--- src/common/addr_map_pkg.sv ---
//Function
//- Every logical address is decoded as a 32-bit value in one linear 4-Gbyte space.
//- User space is 0x0000_0000 to 0x7FFF_FFFF and holds ROM, external, RAM and peripherals.
//- System space 0x8000_0000 to 0xFFFF_FFFF is kept for debug tools, never for users.
//- Three mode pins pick single-chip, extension, processor (flash pin low) or reserved mode.
//- The low 8 Mbytes hold ROM and external regions placed by mode; all other regions are fixed.
//- ROM holds exception_vector_entry at zero and ends at 0x7FFFF, 0x5FFFF or 0x3FFFF.
//- External regions exist only in extension or processor mode, never in single-chip mode.
//- Access to the first region drives low_region_select_n, the second high_region_select_n.
//- Extension mode: first 0x100000-0x1FFFFF, second 0x200000-0x2FFFFF with ghost to 0x3FFFFF.
//- Processor mode: first 0x0-0xFFFFF with ghost to 0x1FFFFF, second as in extension mode.
//- 0x800000-0xFFFFFF repeats its first 128 Kbytes of RAM and peripherals as ghosts.
//- Internal RAM is 24 Kbytes at 0x804000-0x809FFF for every size variant.
//- The peripheral_register_window spans 0x800000-0x803FFF below the RAM.
package addr_map_pkg;

	// ----------------------------------------
	// Address layout
	// ----------------------------------------
	localparam int          ADDR_W      = 32;
	localparam int          ROM_KB_DEF  = 512;
	localparam logic [8:0]  LOW8M_TAG   = 9'h000;
	localparam logic [8:0]  HIGH8M_TAG  = 9'h001;
	localparam int          WIN_W       = 17;
	localparam int          CMP_W       = 23;
	localparam logic [22:0] PERIPH_LO   = 23'h000000;
	localparam logic [22:0] PERIPH_HI   = 23'h003FFF;
	localparam logic [22:0] RAM_LO      = 23'h004000;
	localparam logic [22:0] RAM_HI      = 23'h009FFF;
	localparam logic [2:0]  CS0_EXT_MB  = 3'h1;
	localparam logic [1:0]  CS0_PROC_2M = 2'h0;
	localparam logic [1:0]  CS1_2M      = 2'h1;

	// ----------------------------------------
	// Types
	// ----------------------------------------
	typedef enum logic [3:0] {
		MODE_SINGLE   = 4'b0001,
		MODE_EXTEND   = 4'b0010,
		MODE_PROC     = 4'b0100,
		MODE_RESERVED = 4'b1000
	} op_mode_type;

	typedef struct packed {
		logic system_space;
		logic rom;
		logic first_ext;
		logic second_ext;
		logic ram;
		logic periph;
		logic unmapped;
	} region_hits_type;

	localparam region_hits_type HITS_NONE = '0;

endpackage

--- src/address_map_decoder.sv ---
`timescale 1ns/10ps
`default_nettype none

module address_map_decoder #(
	parameter int ROM_KB = addr_map_pkg::ROM_KB_DEF
) (
	// Clock and reset
	input  wire logic                          clk,
	input  wire logic                          rst_n,
	// Mode straps
	input  wire logic                          mode_select_first,
	input  wire logic                          mode_select_second,
	input  wire logic                          mode_select_third,
	input  wire logic                          flash_program_pin,
	// Access request
	input  wire logic                          access_valid,
	input  wire logic [addr_map_pkg::ADDR_W-1:0] addr,
	// Decode result
	output logic                               decode_valid,
	output addr_map_pkg::region_hits_type      hits,
	output logic                               low_region_select_n,
	output logic                               high_region_select_n,
	// Mode status
	output logic                               mode_valid,
	output addr_map_pkg::op_mode_type          op_mode
);

	// ----------------------------------------
	// Elaboration checks
	// ----------------------------------------
	if (ROM_KB != 256 && ROM_KB != 384 && ROM_KB != 512) begin : g_bad_rom
		$error("address_map_decoder: ROM_KB must be 256, 384 or 512");
	end

	localparam logic [22:0] ROM_END = 23'((ROM_KB * 1024) - 1);
	localparam logic [22:0] RANGE_LO [3] = '{23'h0, addr_map_pkg::PERIPH_LO,
		addr_map_pkg::RAM_LO};
	localparam logic [22:0] RANGE_HI [3] = '{ROM_END, addr_map_pkg::PERIPH_HI,
		addr_map_pkg::RAM_HI};

	// ----------------------------------------
	// Mode capture
	// ----------------------------------------
	addr_map_pkg::op_mode_type mode_nxt;
	logic                      mode_valid_nxt;
	addr_map_pkg::op_mode_type pin_mode;

	always_comb begin
		case ({mode_select_first, mode_select_second, mode_select_third})
			3'h0:    pin_mode = addr_map_pkg::MODE_SINGLE;
			3'h2:    pin_mode = addr_map_pkg::MODE_EXTEND;
			3'h4:    pin_mode = flash_program_pin ? addr_map_pkg::MODE_RESERVED
				: addr_map_pkg::MODE_PROC;
			default: pin_mode = addr_map_pkg::MODE_RESERVED;
		endcase
	end

	always_comb begin
		mode_nxt       = op_mode;
		mode_valid_nxt = 1'b1;
		// Capture once on the first edge after release
		if (!mode_valid) begin
			mode_nxt = pin_mode;
		end
	end

	always_ff @(posedge clk or negedge rst_n) begin
		if (!rst_n) begin
			op_mode    <= addr_map_pkg::MODE_RESERVED;
			mode_valid <= 1'b0;
		end else begin
			op_mode    <= mode_nxt;
			mode_valid <= mode_valid_nxt;
		end
	end

	// ----------------------------------------
	// Range comparators
	// ----------------------------------------
	logic [22:0] cmp_val [3];
	logic [2:0]  range_hit;

	always_comb begin
		cmp_val[0] = addr[22:0];
		cmp_val[1] = {6'h00, addr[addr_map_pkg::WIN_W-1:0]};
		cmp_val[2] = {6'h00, addr[addr_map_pkg::WIN_W-1:0]};
	end

	for (genvar i = 0; i < 3; i++) begin : g_range
		region_match #(
			.W  (addr_map_pkg::CMP_W),
			.LO (RANGE_LO[i]),
			.HI (RANGE_HI[i])
		) u_match (
			.value (cmp_val[i]),
			.hit   (range_hit[i])
		);
	end

	// ----------------------------------------
	// Address decode
	// ----------------------------------------
	addr_map_pkg::region_hits_type hits_nxt;
	logic                          decode_valid_nxt;
	logic                          low_sel_n_nxt;
	logic                          high_sel_n_nxt;
	logic                          in_low8m;
	logic                          in_high8m;
	logic                          ext_mode;

	always_comb begin
		hits_nxt         = addr_map_pkg::HITS_NONE;
		decode_valid_nxt = access_valid;
		in_low8m         = addr[31:23] == addr_map_pkg::LOW8M_TAG;
		in_high8m        = addr[31:23] == addr_map_pkg::HIGH8M_TAG;
		ext_mode         = (op_mode == addr_map_pkg::MODE_EXTEND)
			|| (op_mode == addr_map_pkg::MODE_PROC);
		if (access_valid) begin
			if (addr[31]) begin
				hits_nxt.system_space = 1'b1;
			end else if (in_low8m && mode_valid) begin
				// Placement depends on mode
				case (op_mode)
					addr_map_pkg::MODE_SINGLE: begin
						hits_nxt.rom = range_hit[0];
					end
					addr_map_pkg::MODE_EXTEND: begin
						hits_nxt.rom        = range_hit[0];
						hits_nxt.first_ext  = addr[22:20] == addr_map_pkg::CS0_EXT_MB;
						hits_nxt.second_ext = addr[22:21] == addr_map_pkg::CS1_2M;
					end
					addr_map_pkg::MODE_PROC: begin
						hits_nxt.first_ext  = addr[22:21] == addr_map_pkg::CS0_PROC_2M;
						hits_nxt.second_ext = addr[22:21] == addr_map_pkg::CS1_2M;
					end
					default: begin
						hits_nxt = addr_map_pkg::HITS_NONE;
					end
				endcase
			end else if (in_high8m) begin
				hits_nxt.periph = range_hit[1];
				hits_nxt.ram    = range_hit[2];
			end
			// Anything else in user space is unmapped
			hits_nxt.unmapped = !addr[31] && !hits_nxt.rom && !hits_nxt.first_ext
				&& !hits_nxt.second_ext && !hits_nxt.ram && !hits_nxt.periph;
		end
		low_sel_n_nxt  = !(hits_nxt.first_ext && ext_mode);
		high_sel_n_nxt = !(hits_nxt.second_ext && ext_mode);
	end

	always_ff @(posedge clk or negedge rst_n) begin
		if (!rst_n) begin
			decode_valid         <= 1'b0;
			hits                 <= addr_map_pkg::HITS_NONE;
			low_region_select_n  <= 1'b1;
			high_region_select_n <= 1'b1;
		end else begin
			decode_valid         <= decode_valid_nxt;
			hits                 <= hits_nxt;
			low_region_select_n  <= low_sel_n_nxt;
			high_region_select_n <= high_sel_n_nxt;
		end
	end
endmodule // address_map_decoder

`default_nettype wire

--- src/region_match.sv ---
`timescale 1ns/10ps
`default_nettype none

module region_match #(
	parameter int         W  = 23,
	parameter logic [W-1:0] LO = '0,
	parameter logic [W-1:0] HI = '1
) (
	// Compared value
	input  wire logic [W-1:0] value,
	// Result
	output logic              hit
);

	if (LO > HI) begin : g_bad_range
		$error("region_match: LO above HI");
	end

	always_comb begin
		hit = (value >= LO) && (value <= HI);
	end

endmodule // region_match

`default_nettype wire
--- config.mk ---
export PLATFORM = sky130hd
export DESIGN_NAME = address_map_decoder
export DESIGN_NICKNAME = d
export VERILOG_FILES = /design/src/common/addr_map_pkg.sv /design/src/address_map_decoder.sv /design/src/region_match.sv
export SDC_FILE = /design/constraint.sdc
export NUM_CORES = 1
export LEC_CHECK = 0
export BUFFER_PORTS_ARGS = -buffer_cell sky130_fd_sc_hd__buf_2
export CAP_MARGIN = 10
export CORE_MARGIN = 1
export CORE_UTILIZATION = 40
export CTS_BUF_LIST = sky130_fd_sc_hd__clkbuf_4 sky130_fd_sc_hd__clkbuf_8 sky130_fd_sc_hd__clkbuf_16
export CTS_CLUSTER_DIAMETER = 60
export DETAILED_ROUTE_END_ITERATION = 8
export GPL_ROUTABILITY_DRIVEN = 0
export PLACE_DENSITY = 0.87
export SYNTH_ARGS = -nofsm -noshare
export SYNTH_HDL_FRONTEND = slang
export SYNTH_SLANG_ARGS = --single-unit
--- constraint.sdc ---
create_clock -name clk -period 3.2 [get_ports clk]
set_input_delay 0.16 -clock clk [delete_from_list [all_inputs] [get_ports clk]]
set_output_delay 0.16 -clock clk [all_outputs]
set_load 0.01 [all_outputs]
Word level (Yosys, flattened, before mapping)
Index checks and enable logic that the tools add are counted.
{"block": "word_totals", "ff_bits": 15, "word_cells": 61, "output_inout_bits": 15, "inputBits": 39}
{"block": "classes", "muxes": 11, "n_eq_ne": 8, "n_reduce_logical": 24, "n_lt_le_gt_ge": 6}
{"operator": "$ge 23x1->1 const B", "count": 1}
{"operator": "$le 23x19->1 const B", "count": 1}
{"operator": "$ge 17x1->1 const B", "count": 1}
{"operator": "$ge 17x15->1 const B", "count": 1}
{"operator": "$le 17x14->1 const B", "count": 1}
{"operator": "$le 17x16->1 const B", "count": 1}
{"operator": "$mux 6", "count": 2}
{"operator": "$pmux 4 s3", "count": 1}
{"operator": "$logic_and 1x1->1", "count": 11}
{"operator": "$eq 9x1->1 const B", "count": 1}
{"operator": "$logic_not 9->1", "count": 1}
{"operator": "$logic_not 1->1", "count": 8}
{"operator": "$mux 7", "count": 1}
{"operator": "$eq 4x1->1 const B", "count": 1}
{"operator": "$eq 4x2->1 const B", "count": 1}
{"operator": "$eq 4x3->1 const B", "count": 1}
{"operator": "$mux 2", "count": 2}
{"operator": "$mux 4", "count": 1}
{"operator": "$pmux 2 s2", "count": 1}
{"operator": "$eq 3x1->1 const B", "count": 1}
{"operator": "$eq 3x2->1 const B", "count": 1}
{"operator": "$eq 3x3->1 const B", "count": 1}
{"operator": "$logic_not 3->1", "count": 1}
{"operator": "$mux 3", "count": 1}
{"operator": "5 further kinds", "count": 6}

Depth between registers and ports, before layout
{"block": "logic_depth", "word_depth": 15, "mapped_depth": 5, "depth_no_buf": 4}

Cells and area by module
From an unflattened synthesis, not the netlist that was laid out.
{"block": "unflattened", "hier_cells": 72, "area_unflattened_um2": 739.5}
{"module": "address_map_decoder", "area_each_um2": 659.4, "seq_area_each_um2": 379.1, "cells_each": 63, "instances": 1}
{"module": "region_match at g_range[2].u_match", "area_each_um2": 41.3, "seq_area_each_um2": 0.0, "cells_each": 5, "instances": 1}
{"module": "region_match at g_range[1].u_match", "area_each_um2": 26.3, "seq_area_each_um2": 0.0, "cells_each": 3, "instances": 1}
{"module": "region_match at g_range[0].u_match", "area_each_um2": 12.5, "seq_area_each_um2": 0.0, "cells_each": 1, "instances": 1}

Worst setup path after synthesis
OpenSTA, ideal clock, no wires.
{"block": "synth_timing", "path_kind": "flip-flop to flip-flop", "from": "reg mode_valid", "to": "reg hits[3] in the netlist's numbering", "arrival_time_ns": 1.541, "period_less_slack_ns": 1.607, "path_buffers": 1, "slack_ns": 1.593, "path_stages_with_launch": 6, "setup_ns": 0.067, "required_ns": 3.133, "path_cell_list": "dfrtp_1 -> buf_6 -> nor4b_1 -> or4b_4 -> nor2_4 -> and3_1"}
{"item": "from (decl)", "line_no": "address_map_decoder.sv:24", "text": "output logic mode_valid,"}
{"item": "from (signal assigned)", "line_no": "address_map_decoder.sv:73", "text": "mode_valid <= mode_valid_nxt;"}
{"item": "to (signal assigned)", "line_no": "address_map_decoder.sv:155", "text": "hits <= addr_map_pkg::HITS_NONE;"}
{"item": "to (signal assigned)", "line_no": "address_map_decoder.sv:160", "text": "hits <= hits_nxt;"}
{"item": "to (decl)", "line_no": "address_map_decoder.sv:20", "text": "output addr_map_pkg::region_hits_type hits,"}

==> flow_metrics.py <==
metrics = {
    "synthesis": {
        "yosysMostFrequentCell": "dfrtp_1",
        "synth-edff-count": 0,
        "ys_seq_area_share_pct": 56.1,
        "synth_top_area_share_pct": 44.4,
        "synth.net_count": 101,
        "synth_ff_type": "dfrtp_1",
        "yosys_warnings": 0,
        "synth_seq_cells": 15,
        "syn-cell-area_um2": 676,
        "ys_types": 29,
        "synth_top_area_cell": "dfrtp_1",
        "ys_top_cells_by_area": "dfrtp_1, dfstp_2, nor2_1, nand2_1, a22o_1",
        "async_flop_share_pct": 100,
        "avgSynthCellArea_um2": 10.9,
        "syn_inst": 62,
        "synth_common_cells": "dfrtp_1, nor2_1, nand2_1",
    },
    "cts": {
        "clock_sinks": 15,
        "cts_buffers": 3,
        "clk_latency_ps": 280,
        "cts.path.max_buffers": 2,
        "htreeDepth": 1,
        "clk_pin_slew_worst_paths_ps": 90,
        "cts_tree": "yes",
        "clockRootBuffer": "clkbuf_4",
    },
    "timing": {
        "setup_viol": 0,
        "final.period_utilization_pct": 55.3,
        "fin_crit_ps": 1770,
        "rsz0062_at_grt": "false",
        "fin_skew_ps": 1.62,
        "clock.fmax_mhz": 566,
        "fin_tns_setup_ps": 0,
        "fin_hold_ws_ps": 50.0,
        "hold_viol": 0,
        "report.final.slew_viol_count": 0,
    },
    "die": {
        "core_area_um2": 1540,
        "die_w_um": 43.1,
        "dieArea_um2": 1860,
        "start_util_pct": 43.8,
        "rows": 14,
        "io_pins": 54,
        "die_y_um": 43.1,
    },
    "finish": {
        "fin_nets": 145,
        "drive_above_1_share_pct": 47.6,
        "regArea_um2": 379,
        "fill_cells": 136,
        "multi_input_area_um2": 278,
        "final_cells": 121,
        "area_delta_synth_final_pct": 36.5,
        "antennaDiodeCount": 0,
    },
    "global_routing": {
        "grt_pass1_vias": 578,
        "overflow": 0,
        "antenna_found_initial": 0,
        "grt.total_usage_pct": 17.6,
        "grt_pass1_wl_um": 2370,
        "grt_max_degree": 16,
    },
    "pwr": {
        "finalPower_uw": 357,
        "total_leakage_power_nw": 0.468,
        "vdd_drop_max_v": 0.000183,
        "power_density_nw_per_um2": 387,
    },
    "status": {
        "status": "finished clean",
    },
    "route": {
        "detail-route-antenna-nets": 0,
        "drt-total-wl_um": 1450,
        "wl_per_cell_um": 12.0,
        "viasPerCell": 5.04,
        "num_vias": 610,
        "firstDrtPassIters": 4,
        "drt_iter0_drc": 9,
        "drc": 0,
    },
    "critical_path": {
        "arrival_ps": 1990,
        "cp-end-kind": "register",
        "r2r_setup_slack_ps": 1430,
        "path_class": "reg -> reg",
        "reg2reg_depth": 4,
        "reg2reg_from": "mode_valid$_DFF_PN0_",
        "cp-start-kind": "register",
        "path_max_fanout": 10,
        "required_ps": 3420,
        "r2r-end": "hits[3]$_DFF_PN0_",
    },
    "placed_design": {
        "placed_cells": 115,
        "port_buffers": 38,
        "hpwl_um": 1140,
    },
    "min_path": {
        "min_to": "hits[1]$_DFF_PN0_",
        "hold_path_class": "in -> reg",
        "hp-start": "addr[14]",
        "whs_path_depth": 2,
    },
    "flow_run": {
        "maxCapViolCount": 0,
    },
}
worst max-delay path: stages, from the launching register on:
cell and delay [ps]:
dfrtp_1 500, nor4b_1 380, or4b_4 540, nor2_4 130
and3_1 170
report_power, final:
group / switching (mW) / internal (mW) / leakage, nW
sequential: 0.00623 / 0.196 / 0.191
clock: 0.0595 / 0.0464 / 0.0177
combinational: 0.0241 / 0.0248 / 0.259
placed cells by master (no fill, tap or decap), drive strengths merged, types with 3 or more instances in the layout:
cell    Yosys  layout
buf         1      38
nor2        7       7
nand2       5       5
nor3        3       3
dfstp       3       3
dfrtp      12      12
or4         3       3
clkbuf      0       3
how the worst max path moves through the flow:
stage                              start                end  slack, ps
floorplan           mode_valid$_DFF_PN0_  hits[3]$_DFF_PN0_       1590
CTS                 mode_valid$_DFF_PN0_  hits[3]$_DFF_PN0_       1430
global placement                addr[27]  hits[3]$_DFF_PN0_       1530
detailed placement  mode_valid$_DFF_PN0_  hits[3]$_DFF_PN0_       1460
finish              mode_valid$_DFF_PN0_  hits[3]$_DFF_PN0_       1430
global route        mode_valid$_DFF_PN0_  hits[3]$_DFF_PN0_       1290
sequential cells by signal (all words and copies together), names as in the netlist:
signal,flops
low_region_select_n,1
mode_valid,1
high_region_select_n,1
hits,7
op_mode,4
decode_valid,1
through the flow:
stage / utilization, % / cell area, um2 / worst slack [ps]
after detailed placement: 56.7 / 875 / 1460
after global placement: 56.7 / 875 / 1530
after CTS: 59.2 / 912 / 1430
after global routing: 59.8 / 922 / 1290
final: 59.8 / 922 / 1430
after floorplan: - / 676 / 1590
routing by layer:
metal	vias to the layer above	part of all wire, %	GRT usage, %
li1	306	-	-
met1	278	39	20.0
met2	22	54	30.4
met3	4	4.9	3.83
met4	0	1.9	9.09
met5	-	0	0
timing repair:
| item | CTS | global route |
|---|---|---|
| hold buffers | 1 | 1 |
| buffers inserted | 0 | 0 |
| hold endpoints to repair | 12 | 1 |
| resized for setup | 0 | 0 |
logic make-up (layout without fill, tap and decap cells):
group / Yosys count / in the layout / share of synthesized area (%)
AND/OR/NAND/NOR: 32 / 32 / 28.3
AO/OA/AOI/OAI: 8 / 8 / 8.15
XOR/XNOR: 2 / 2 / 2.59
buffers and inverters: 3 / 46 / 2.78
other: 1 / 1 / 0.555
multiplexers: 1 / 1 / 1.48
flip-flops: 15 / 15 / 56.1
final cells by class:
class	instances	area share, %
repair buffers	40	22.8
multi-input cells	44	30.1
clock buffers	3	2.44
clock inverters	1	0.543
flip-flops and latches	15	41.1
inverters	2	0.814
well taps	16	2.17
Power figures use the tool's default switching activity.
